File: config.mk
export PLATFORM = sky130hd
export DESIGN_NAME = dmib_top
export DESIGN_NICKNAME = d
export VERILOG_FILES = /design/src/logic/dmib_pkg.sv /design/src/logic/dmib_burst_seq.sv /design/src/logic/dmib_top.sv
export SDC_FILE = /design/constraint.sdc
export NUM_CORES = 1
export LEC_CHECK = 0
export ABC_AREA = 1
export BUFFER_PORTS_ARGS = -buffer_cell sky130_fd_sc_hd__buf_2
export CORE_MARGIN = 2
export CORE_UTILIZATION = 45
export CTS_CLUSTER_SIZE = 24
export DETAILED_ROUTE_END_ITERATION = 12
export PLACE_DENSITY = 0.67
export SYNTH_ARGS = -nofsm -noshare
export SYNTH_HDL_FRONTEND = slang
export SYNTH_SLANG_ARGS = --single-unit
File: constraint.sdc
create_clock -name ref_clk -period 7.45 [get_ports ref_clk]
set_input_delay 1.1175 -clock ref_clk [delete_from_list [all_inputs] [get_ports ref_clk]]
set_output_delay 1.1175 -clock ref_clk [all_outputs]
set_load 0.05 [all_outputs]
File: src/logic/dmib_pkg.sv
/*
 * Shared constants, field layout and carrier types of the mode-register
 * information and burst-order block.
 * Assumes one core clock and a slower link clock from the controller that
 * the core clock samples.
 */
`default_nettype none
package dmib_pkg;
   // ==========================================================
   // Mode register addresses
   localparam logic [7:0] MR_INFO_ADDR = 8'h00;
   localparam logic [7:0] MR_FEAT_ADDR = 8'h01;
   localparam logic [7:0] MR_CALIB_ADDR = 8'h0a;

   // ==========================================================
   // Information register field positions
   localparam int INFO_INIT_BIT = 0;
   localparam int INFO_CLASS_BIT = 1;
   localparam int INFO_DNV_BIT = 2;
   localparam int INFO_ZQ_LSB = 3;
   localparam logic INFO_CLASS_VALUE = 1'b0;
   localparam logic INFO_DNV_VALUE = 1'b0;

   // ==========================================================
   // Feature register field positions and reset value
   localparam int FEAT_BL_LSB = 0;
   localparam int FEAT_BT_BIT = 3;
   localparam int FEAT_WC_BIT = 4;
   localparam int FEAT_WR_LSB = 5;
   localparam logic [7:0] FEAT_RESET = 8'h22;
   localparam logic [2:0] BL_CODE_4 = 3'h2;
   localparam logic [2:0] BL_CODE_8 = 3'h3;
   localparam logic [2:0] BL_CODE_16 = 3'h4;
   localparam logic [3:0] WR_CODE_OFFSET = 4'h2;

   // ==========================================================
   // Self-test result codes
   localparam logic [1:0] ZQ_NOT_SUPPORTED = 2'h0;
   localparam logic [1:0] ZQ_TIED_SUPPLY = 2'h1;
   localparam logic [1:0] ZQ_SHORT_GND = 2'h2;
   localparam logic [1:0] ZQ_PASS = 2'h3;

   // ==========================================================
   // Cycle counts
   localparam int INIT_CYCLES_DEF = 64;
   localparam int ZQ_CAL_CYCLES_DEF = 32;
   localparam logic [15:0] CNT_ZERO = 16'h0000;
   localparam logic [15:0] CNT_ONE = 16'h0001;

   // ==========================================================
   // Command codes and the sampled command/address word
   typedef enum logic [2:0] {
      DMIB_CMD_NOP = 3'h0,
      DMIB_CMD_MRW = 3'h1,
      DMIB_CMD_MRR = 3'h2,
      DMIB_CMD_WRITE = 3'h3,
      DMIB_CMD_READ = 3'h4
   } dmib_cmd_t;

   typedef struct packed {
      logic [2:0] cmd;
      logic auto_pre;
      logic [7:0] addr;
      logic [7:0] data;
      logic [8:1] col;
   } dmib_ca_word_t;
endpackage
`default_nettype wire

File: src/logic/dmib_burst_seq.sv
/*
 * Burst column sequencer: emits one column offset per core clock for each
 * beat of a burst, in wrap/no-wrap, sequential/interleaved order.
 * Assumes the caller only starts it while busy is low.
 */
`timescale 1ns/100ps
`default_nettype none
module dmib_burst_seq #(
   parameter int COL_W = 9
) (
   // Clock and reset
   input wire logic ref_clk,
   input wire logic rst,
   // Burst request
   input wire logic start,
   input wire logic [COL_W-1:0] start_col,
   input wire logic [2:0] len_code,
   input wire logic interleave,
   input wire logic no_wrap,
   // Beat stream
   output logic [COL_W-1:0] beat_col,
   output logic beat_valid,
   output logic beat_last,
   output logic busy
);
   import dmib_pkg::*;

   typedef enum logic [1:0] {
      DMIB_BS_IDLE = 2'b01,
      DMIB_BS_RUN = 2'b10
   } dmib_bs_state_t;

   dmib_bs_state_t state, next_state;
   logic [3:0] beat_idx, next_beat_idx;
   logic [3:0] mask, next_mask;
   logic [COL_W-1:0] base, next_base;
   logic ilv, next_ilv, nw, next_nw;
   logic [COL_W-1:0] next_beat_col;
   logic next_beat_valid, next_beat_last, next_busy;
   logic [COL_W-1:0] wide_mask, wide_idx, col_now;

   // ==========================================================
   // Column of the current beat
   assign wide_mask = {{(COL_W-4){1'b0}}, mask};
   assign wide_idx = {{(COL_W-4){1'b0}}, beat_idx};
   always_comb begin
      if (nw) begin
         col_now = base + wide_idx;
      end else if (ilv) begin
         col_now = (base & ~wide_mask) | ((base ^ wide_idx) & wide_mask);
      end else begin
         col_now = (base & ~wide_mask) | ((base + wide_idx) & wide_mask);
      end
   end

   // ==========================================================
   // Sequencer next state; unknown length codes fall back to four beats
   always_comb begin
      next_state = state;
      next_beat_idx = beat_idx;
      next_mask = mask;
      next_base = base;
      next_ilv = ilv;
      next_nw = nw;
      next_beat_col = beat_col;
      next_beat_valid = 1'b0;
      next_beat_last = 1'b0;
      next_busy = busy;
      unique case (state)
         DMIB_BS_IDLE: begin
            if (start) begin
               next_state = DMIB_BS_RUN;
               next_beat_idx = 4'h0;
               next_base = start_col;
               next_ilv = interleave;
               next_nw = no_wrap;
               next_busy = 1'b1;
               case (len_code)
                  BL_CODE_8: next_mask = 4'h7;
                  BL_CODE_16: next_mask = 4'hf;
                  default: next_mask = 4'h3;
               endcase
            end
         end
         DMIB_BS_RUN: begin
            next_beat_col = col_now;
            next_beat_valid = 1'b1;
            next_beat_idx = beat_idx + 4'h1;
            if (beat_idx == mask) begin
               next_beat_last = 1'b1;
               next_state = DMIB_BS_IDLE;
               next_busy = 1'b0;
            end
         end
      endcase
   end

   // Registers only
   always_ff @(posedge ref_clk or posedge rst) begin
      if (rst) begin
         state <= DMIB_BS_IDLE;
         beat_idx <= 4'h0;
         mask <= 4'h3;
         base <= '0;
         ilv <= 1'b0;
         nw <= 1'b0;
         beat_col <= '0;
         beat_valid <= 1'b0;
         beat_last <= 1'b0;
         busy <= 1'b0;
      end else begin
         state <= next_state;
         beat_idx <= next_beat_idx;
         mask <= next_mask;
         base <= next_base;
         ilv <= next_ilv;
         nw <= next_nw;
         beat_col <= next_beat_col;
         beat_valid <= next_beat_valid;
         beat_last <= next_beat_last;
         busy <= next_busy;
      end
   end
endmodule
`default_nettype wire

File: src/logic/dmib_top.sv
/*
 * Device-side mode register information and burst ordering logic: samples
 * the controller's link clock and command/address pins, answers mode
 * register reads, holds the feature register, runs the calibration
 * self-test and drives burst column order and write-recovery precharge.
 * Assumes the controller holds each command word steady for a whole link
 * clock period, which is far longer than the core clock period.
 */
`timescale 1ns/100ps
`default_nettype none
// Function
// - Bit0 shows initialization still running
// - Class and invalid-data bits read zero
// - Bits 4:3 encode calibration pin self-test
// - Self-test result updates after calibration completes
// - Pin tied to supply reports 01
// - Fault result: factory trim, ignore calibration
// - Bits 7:5 set write-recovery cycles
// - Lowest bit of the burst start column always zero
// - Writes to information register ignored
// - Reserved bits read back zero
module dmib_top #(
   parameter int INIT_CYCLES = dmib_pkg::INIT_CYCLES_DEF,
   parameter int ZQ_CAL_CYCLES = dmib_pkg::ZQ_CAL_CYCLES_DEF,
   parameter bit ZQ_SELFTEST_EN = 1'b1
) (
   // Core clock and reset
   input wire logic ref_clk,
   input wire logic rst,
   // Link pins from the controller
   input wire logic link_clk,
   input wire dmib_pkg::dmib_ca_word_t ca_pins,
   // Analog sense of the calibration pin: 00 resistor, 01 supply/float, 10 ground
   input wire logic [1:0] zq_sense,
   // Mode register read answer
   output logic [7:0] mr_rd_data,
   output logic mr_rd_valid,
   // Burst column stream
   output logic [8:0] beat_col,
   output logic beat_valid,
   output logic beat_is_write,
   // Precharge and impedance control
   output logic auto_precharge_start,
   output logic factory_trim_active,
   output logic calib_apply
);
   import dmib_pkg::*;

   typedef enum logic [1:0] {
      DMIB_PRE_IDLE = 2'b01,
      DMIB_PRE_WAIT = 2'b10
   } dmib_pre_state_t;

   // ==========================================================
   // Input synchronisers
   logic link_m, link_s, link_d;
   dmib_ca_word_t ca_m, ca_s;
   logic [1:0] zq_m, zq_s;
   logic link_rise;

   // Two stages per pin; the first stage feeds only the second.
   // Link stages reset high so a link clock already high at release is no edge
   always_ff @(posedge ref_clk or posedge rst) begin
      if (rst) begin
         link_m <= 1'b1;
         link_s <= 1'b1;
         link_d <= 1'b1;
         ca_m <= '0;
         ca_s <= '0;
         zq_m <= 2'h0;
         zq_s <= 2'h0;
      end else begin
         link_m <= link_clk;
         link_s <= link_m;
         link_d <= link_s;
         ca_m <= ca_pins;
         ca_s <= ca_m;
         zq_m <= zq_sense;
         zq_s <= zq_m;
      end
   end

   // Word and clock share the same latency, so the word is settled at the edge
   assign link_rise = link_s & ~link_d;

   // ==========================================================
   // Command decode
   logic is_mrw, is_mrr, is_burst;
   assign is_mrw = link_rise && (ca_s.cmd == DMIB_CMD_MRW);
   assign is_mrr = link_rise && (ca_s.cmd == DMIB_CMD_MRR);
   assign is_burst = link_rise && ((ca_s.cmd == DMIB_CMD_WRITE) || (ca_s.cmd == DMIB_CMD_READ));

   // ==========================================================
   // Initialization, calibration and feature register state
   logic [15:0] init_cnt, next_init_cnt;
   logic [15:0] zq_cnt, next_zq_cnt;
   logic [1:0] zq_result, next_zq_result;
   logic next_factory_trim_active, next_calib_apply;
   logic [7:0] feat, next_feat;
   logic [1:0] zq_mapped;
   logic [7:0] info;

   // Map the pin sense to a result code; a supply-tied pin reads 01
   always_comb begin
      unique case (zq_s)
         2'h1: zq_mapped = ZQ_TIED_SUPPLY;
         2'h2: zq_mapped = ZQ_SHORT_GND;
         2'h3: zq_mapped = ZQ_TIED_SUPPLY;
         default: zq_mapped = ZQ_PASS;
      endcase
   end

   // Next values of the control state
   always_comb begin
      next_init_cnt = init_cnt;
      next_zq_cnt = zq_cnt;
      next_zq_result = zq_result;
      next_factory_trim_active = factory_trim_active;
      next_calib_apply = 1'b0;
      next_feat = feat;
      if (init_cnt != CNT_ZERO) begin
         next_init_cnt = init_cnt - CNT_ONE;
      end
      // Calibration only starts when not locked out and idle
      if (is_mrw && (ca_s.addr == MR_CALIB_ADDR) && !factory_trim_active && (zq_cnt == CNT_ZERO)) begin
         next_zq_cnt = 16'(ZQ_CAL_CYCLES);
      end else if (zq_cnt != CNT_ZERO) begin
         next_zq_cnt = zq_cnt - CNT_ONE;
         if (zq_cnt == CNT_ONE) begin
            if (ZQ_SELFTEST_EN) begin
               next_zq_result = zq_mapped;
            end
            if (ZQ_SELFTEST_EN && (zq_mapped != ZQ_PASS)) begin
               next_factory_trim_active = 1'b1;
            end else begin
               next_calib_apply = 1'b1;
            end
         end
      end
      // Only the feature register is writable here; the information one is not
      if (is_mrw && (ca_s.addr == MR_FEAT_ADDR)) begin
         next_feat = ca_s.data;
      end
   end

   // Registers only; the counter presets are parameters, hence constants
   always_ff @(posedge ref_clk or posedge rst) begin
      if (rst) begin
         init_cnt <= 16'(INIT_CYCLES);
         zq_cnt <= CNT_ZERO;
         zq_result <= ZQ_NOT_SUPPORTED;
         factory_trim_active <= 1'b0;
         calib_apply <= 1'b0;
         feat <= FEAT_RESET;
      end else begin
         init_cnt <= next_init_cnt;
         zq_cnt <= next_zq_cnt;
         zq_result <= next_zq_result;
         factory_trim_active <= next_factory_trim_active;
         calib_apply <= next_calib_apply;
         feat <= next_feat;
      end
   end

   // ==========================================================
   // Information register and mode register read answer
   always_comb begin
      info = 8'h00;
      info[INFO_INIT_BIT] = (init_cnt != CNT_ZERO);
      info[INFO_CLASS_BIT] = INFO_CLASS_VALUE;
      info[INFO_DNV_BIT] = INFO_DNV_VALUE;
      info[INFO_ZQ_LSB +: 2] = zq_result;
   end

   logic [7:0] next_mr_rd_data;
   logic next_mr_rd_valid;

   // Write-only and reserved addresses answer zero rather than noise
   always_comb begin
      next_mr_rd_data = mr_rd_data;
      next_mr_rd_valid = 1'b0;
      if (is_mrr) begin
         next_mr_rd_valid = 1'b1;
         next_mr_rd_data = (ca_s.addr == MR_INFO_ADDR) ? info : 8'h00;
      end
   end

   always_ff @(posedge ref_clk or posedge rst) begin
      if (rst) begin
         mr_rd_data <= 8'h00;
         mr_rd_valid <= 1'b0;
      end else begin
         mr_rd_data <= next_mr_rd_data;
         mr_rd_valid <= next_mr_rd_valid;
      end
   end

   // ==========================================================
   // Burst sequencing; a burst command while one runs is dropped
   logic seq_busy, seq_last, seq_start;
   logic burst_write, next_burst_write, burst_ap, next_burst_ap;
   logic next_beat_is_write;

   assign seq_start = is_burst && !seq_busy;

   dmib_burst_seq #(
      .COL_W(9)
   ) u_seq (
      .ref_clk(ref_clk),
      .rst(rst),
      .start(seq_start),
      .start_col({ca_s.col, 1'b0}),
      .len_code(feat[FEAT_BL_LSB +: 3]),
      .interleave(feat[FEAT_BT_BIT]),
      .no_wrap(feat[FEAT_WC_BIT]),
      .beat_col(beat_col),
      .beat_valid(beat_valid),
      .beat_last(seq_last),
      .busy(seq_busy)
   );

   // Remember direction and auto-precharge of the running burst
   always_comb begin
      next_burst_write = burst_write;
      next_burst_ap = burst_ap;
      next_beat_is_write = burst_write;
      if (seq_start) begin
         next_burst_write = (ca_s.cmd == DMIB_CMD_WRITE);
         next_burst_ap = ca_s.auto_pre;
         next_beat_is_write = (ca_s.cmd == DMIB_CMD_WRITE);
      end
   end

   always_ff @(posedge ref_clk or posedge rst) begin
      if (rst) begin
         burst_write <= 1'b0;
         burst_ap <= 1'b0;
         beat_is_write <= 1'b0;
      end else begin
         burst_write <= next_burst_write;
         burst_ap <= next_burst_ap;
         beat_is_write <= next_beat_is_write;
      end
   end

   // ==========================================================
   // Write recovery: count link clock cycles after a write burst with AP
   dmib_pre_state_t pre_state, next_pre_state;
   logic [3:0] wr_cnt, next_wr_cnt;
   logic next_auto_precharge_start;

   always_comb begin
      next_pre_state = pre_state;
      next_wr_cnt = wr_cnt;
      next_auto_precharge_start = 1'b0;
      unique case (pre_state)
         DMIB_PRE_IDLE: begin
            if (seq_last && burst_write && burst_ap) begin
               next_pre_state = DMIB_PRE_WAIT;
               next_wr_cnt = {1'b0, feat[FEAT_WR_LSB +: 3]} + WR_CODE_OFFSET;
            end
         end
         DMIB_PRE_WAIT: begin
            if (link_rise) begin
               next_wr_cnt = wr_cnt - 4'h1;
               if (wr_cnt == 4'h1) begin
                  next_auto_precharge_start = 1'b1;
                  next_pre_state = DMIB_PRE_IDLE;
               end
            end
         end
      endcase
   end

   always_ff @(posedge ref_clk or posedge rst) begin
      if (rst) begin
         pre_state <= DMIB_PRE_IDLE;
         wr_cnt <= 4'h0;
         auto_precharge_start <= 1'b0;
      end else begin
         pre_state <= next_pre_state;
         wr_cnt <= next_wr_cnt;
         auto_precharge_start <= next_auto_precharge_start;
      end
   end
endmodule
`default_nettype wire

### After elaboration in Yosys (flattened, before gate mapping)

Index checks and enable logic that the tools add are counted.

| word-level totals | value |
|---|---|
| word-level logic and storage cells | 136 |
| output and inout port bits | 23 |
| input port bits | 33 |
| flip-flop bits (word level) | 157 |

| cells by class | value |
|---|---|
| bitwise logic cells | 10 |
| equal/unequal tests | 24 |
| multiplexer cells | 33 |
| add/subtract/negate cells | 6 |
| reductions and logical operators | 25 |

Operators with widths:

| cell | number |
|---|---|
| 16-bit 2-to-1 mux | 2 |
| 16-bit nonzero test | 2 |
| 16-bit by 1-bit subtractor with 16-bit output (second input constant) | 2 |
| 4-bit case mux with 2 select lines | 3 |
| 9-bit by 4-bit AND with 9-bit output | 2 |
| 9-bit 2-to-1 mux | 2 |
| 9-bit bitwise OR | 2 |
| 16-bit by 1-bit equality test with 1-bit output (second input constant) | 1 |
| 16-bit zero test | 1 |
| 1-bit 2-to-1 mux | 13 |
| 4-bit 2-to-1 mux | 3 |
| 2-bit case mux with 2 select lines | 3 |
| 1-bit logical AND | 10 |
| 2-bit 2-to-1 mux | 5 |
| 2-bit inequality test (second input constant) | 5 |
| 9-bit by 4-bit adder with 9-bit output | 1 |
| 9-bit AND | 1 |
| 3-bit by 2-bit equality test with 1-bit output (second input constant) | 3 |
| 4-bit NOT with 9-bit output | 1 |
| 9-bit by 4-bit XOR with 9-bit output | 1 |
| 2-bit equality test (second input constant) | 4 |
| 8-bit by 1-bit equality test with 1-bit output (second input constant) | 1 |
| 8-bit by 4-bit equality test with 1-bit output (second input constant) | 1 |
| 8-bit zero test | 1 |
| other kinds (20) | 28 |

### Depth between registers and ports, before layout

| logic depth | value |
|---|---|
| depth after elaboration | 8 |
| mapped depth | 10 |
| depth with buffers taken out | 10 |

### By module

A second synthesis with hierarchy kept.

| second synthesis, totals | value |
|---|---|
| cells, all modules | 668 |
| area total of the unflattened synthesis | 6,243.5 µm² |

Modules (own cells, without submodules):

| module | times used | area an instance (µm²) | seq. area each (µm²) | cells each |
|---|---|---|---|---|
| dmib_top | 1 | 4,685.7 | 3,011.6 | 485 |
| dmib_burst_seq | 1 | 1,557.7 | 752.0 | 183 |

### Worst setup path before layout

Ideal clock, no wire load.

| path | value |
|---|---|
| kind | reg2out |
| start point | reg factory_trim_active |
| end point | out factory_trim_active |
| data required time | 6,332 ps |
| arrival time | 615 ps |
| path slack | 5,717 ps |
| cell stages (with the launch flop) | 1 |
| path buffers | 0 |
| path through | dfrtp_1 |

RTL lines:

| item | line | RTL |
|---|---|---|
| start: declaration | dmib_top.sv:44 | `output logic factory_trim_active,` |
| start signal: assignment | dmib_top.sv:159 | `factory_trim_active <= next_factory_trim_active;` |

No word-level cell between the ends.

### Worst setup path after layout

| path | value |
|---|---|
| start point | reg mr_rd_data[0] |
| end point | out mr_rd_data[0] |

RTL lines:

| item | line | RTL |
|---|---|---|
| start: declaration | dmib_top.sv:36 | `output logic [7:0] mr_rd_data,` |
| start signal: assignment | dmib_top.sv:193 | `mr_rd_data <= next_mr_rd_data;` |

No word-level cell between the ends.

==> qor.txt <==
status -> completed
largest net degree at the start of global routing -> 89
Fillers -> 1165
Placed Area -> 0.00664 mm2
Row Count -> 42
commonest cells after routing, fill and taps aside -> nand2_1, dfrtp_1, inv_1
vias in the first global route -> 4307
Logic pwr share -> 22.4%
post-synthesis area per instance -> 9.66 um2
Largest stage delay, worst path -> 0.38 ns
Synth cell types -> 43
DIE HEIGHT -> 122 um
post-synthesis register bit count -> 149
critical path arrival -> 1.07 ns
Final Cycle Share -> 29.4%
Num CTS Buffers -> 17
endpoints failing hold -> 0
CTS Buffer Depth -> 2
Non-Filler Instances -> 896
Peak VDD IR -> 0.000212 V
Clock power frac -> 34.2%
Critical Path, Cell by Cell -> buf_2
routed wl met2 -> 5470 um
Top delay family on crit path -> flip-flops
Inst Count DP -> 864
Final Util -> 53.8%
Switching Fraction -> 33.1%
unrepaired setup endpoints after global routing -> false
initial antenna violation count -> 0
cts repair resizes -> 0
CP Launch Type -> flop
core area -> 0.0134 mm2
Post-synth EDFFs -> 0
Nets -> 752
ANT cells -> 0
CTS root buf -> clkbuf_16
sequential-to-total area share from yosys stat -> 60.0%
min Tclk post-route -> 2.19 ns
prevailing post-synth register cell -> dfrtp_1
Pleak -> 3.75 nW
cts hold-fix bufs -> 0
power per cell area -> 329 mW/mm2
Fin Setup TNS -> 0 ns
worst-margin pin slew -> 0.742 ns
top sig layer -> met4
Sequential Power Share -> 43.4%
YS warnings -> 0
worst skew pair latency -> 0.42 ns
Clock Sinks -> 149
WP buf/inv -> 1
grt total ovfl -> 0
H-tree levels -> 4
Post-Syn Instances -> 645
CTS tree -> done
Tot Pwr -> 2.37 mW
GRT Total Usage -> 16.7%
Via Count -> 4293
Initial Util -> 46.5%
Netlist Area Pre-Place -> 0.00623 mm2
finished layout cell area -> 0.00721 mm2
Int Power -> 1.59 mW
critical path class -> reg2out
starting DRC count in detailed routing -> 241
die width -> 122 um
Fmax -> 457 MHz
first-pass GRT wire length -> 19300 um
Worst EP required -> 6.33 ns
layout cells sized above 1 -> 18.6%
Slew headroom -> 50.6%
Worst Setup End Kind -> output port
Worst-path clk slew -> 0.06 ns
P&R area growth vs syn -> 15.8%
Min-Delay Path Class -> reg2reg
drt drc -> 0
max-slew violations -> 0
Psw -> 0.786 mW
maximum fanout along the worst path -> 2
die area -> 0.0148 mm2
IO Port Bufs -> 50
post-route met1 wirelength -> 4930 um
commonest non-fill, non-tap cell in the layout -> nand2_1
routability cong. -> 0.884
final setup violation count -> 0
Pre-antenna DRT Iters -> 4
asr flop ratio synth -> 100%
postcts setup bufs -> 0
post-DP HPWL -> 7890 um
wire length on met3 -> 494 um
WL per Instance -> 12.4 um
Clock Skews -> 0.00884 ns
MaxCap Viol Count -> 0
I/O Pins -> 56
DRT Wirelength -> 11100 um
Worst path slowest cell -> dfrtp_1
vias per cell -> 4.79
Final ANT Viol Nets -> 0
-- cell usage after synthesis (6+ instances only) --
cell type    n  area share, %
nand2_1    145            8.7
dfrtp_1    141             57
inv_1       84            5.1
nor2_1      64            3.9
nand3_1     32            2.6
o21ai_0     29            2.3
a21oi_1     18            1.4
nor2_2      14            1.4
ha_1        11            2.2
o21ai_1     10           0.80
xor2_1      10            1.4
nand4_1      9           0.90
buf_4        8           0.96
dfstp_2      8            3.4
o21ai_2      7           0.98
nor3_1       6           0.48
xnor2_1      6           0.84
-- flip-flops by register name, summed over array words and instances, names as in the netlist, 3 cells and up --
signal and count:
ca_m 28, ca_s 28, feat 8, init_cnt 16, mr_rd_data 3, u_seq.base 8
u_seq.beat_col 9, u_seq.beat_idx 4, wr_cnt 4, zq_cnt 16
-- power by group through the flow --
stage	combinational, mW	clock (mW)	sequential (mW)
after floorplan	0.360	0	1.09
after global placement	0.505	0	1.04
after detailed placement	0.528	0	1.04
after CTS	0.534	0.831	1.03
after global routing	0.600	0.863	1.05
final	0.531	0.812	1.03
-- through the flow --
stage / hold slack (ns) / worst slack, ns
5_1_grt: 0.346 / 5.07
4_1_cts: 0.345 / 5.24
3_5_place_dp: 0.335 / 4.83
2_1_floorplan: 0.331 / 2.34
6_report: 0.344 / 5.26
3_3_place_gp: 0.332 / 4.86
-- cell type report --
cell class / count / area, um2 / area share, %
clock inverters: 11 / 101 / 1.40
clock buffers: 21 / 470 / 6.52
inverters: 88 / 335 / 4.65
multi-input cells: 400 / 2090 / 29.0
repair buffers: 51 / 258 / 3.57
well taps: 176 / 220 / 3.05
flip-flops and latches: 149 / 3740 / 51.8
-- cell families after synthesis --
family / count (synthesis) / synth area share, %
AO/OA/AOI/OAI: 68 / 6.03
XOR/XNOR: 16 / 2.25
adder cells (fa/ha/maj): 12 / 2.53
buffers and inverters: 100 / 6.67
flip-flops: 149 / 60.0
multiplexers: 1 / 0.161
other: 1 / 0.0602
AND/OR/NAND/NOR: 298 / 22.3
-- per-layer routing --
metal  vias to the layer above  global-route usage [%]
met5                         -                       0
met4                         0                    7.90
met3                        22                    5.06
met2                        91                    27.7
met1                      2047                    20.1
li1                       2133                       -
-- path summary, 6_finish.rpt --
kind / startpoint / endpoint / slack [ns] / cells past startpoint
setup / recovery: mr_rd_data[0]$_DFFE_PP0P_ / mr_rd_data[0] / 5.26 / 1
hold / removal: ca_m[8]$_DFF_PP0_ / ca_s[8]$_DFF_PP0_ / 0.34 / 0
setup reg to reg: u_seq.beat_idx[1]$_DFFE_PP0P_ / u_seq.beat_col[7]$_DFFE_PP0P_ / 5.58 / 9
hold reg to reg: ca_m[8]$_DFF_PP0_ / ca_s[8]$_DFF_PP0_ / 0.34 / 0
max in group asynchronous: rst / init_cnt[7]$_DFFE_PP0P_ / 5.38 / 3
min in group asynchronous: rst / ca_s[12]$_DFF_PP0_ / 0.85 / 2
Note: power is estimated with default switching activity, not from simulation.
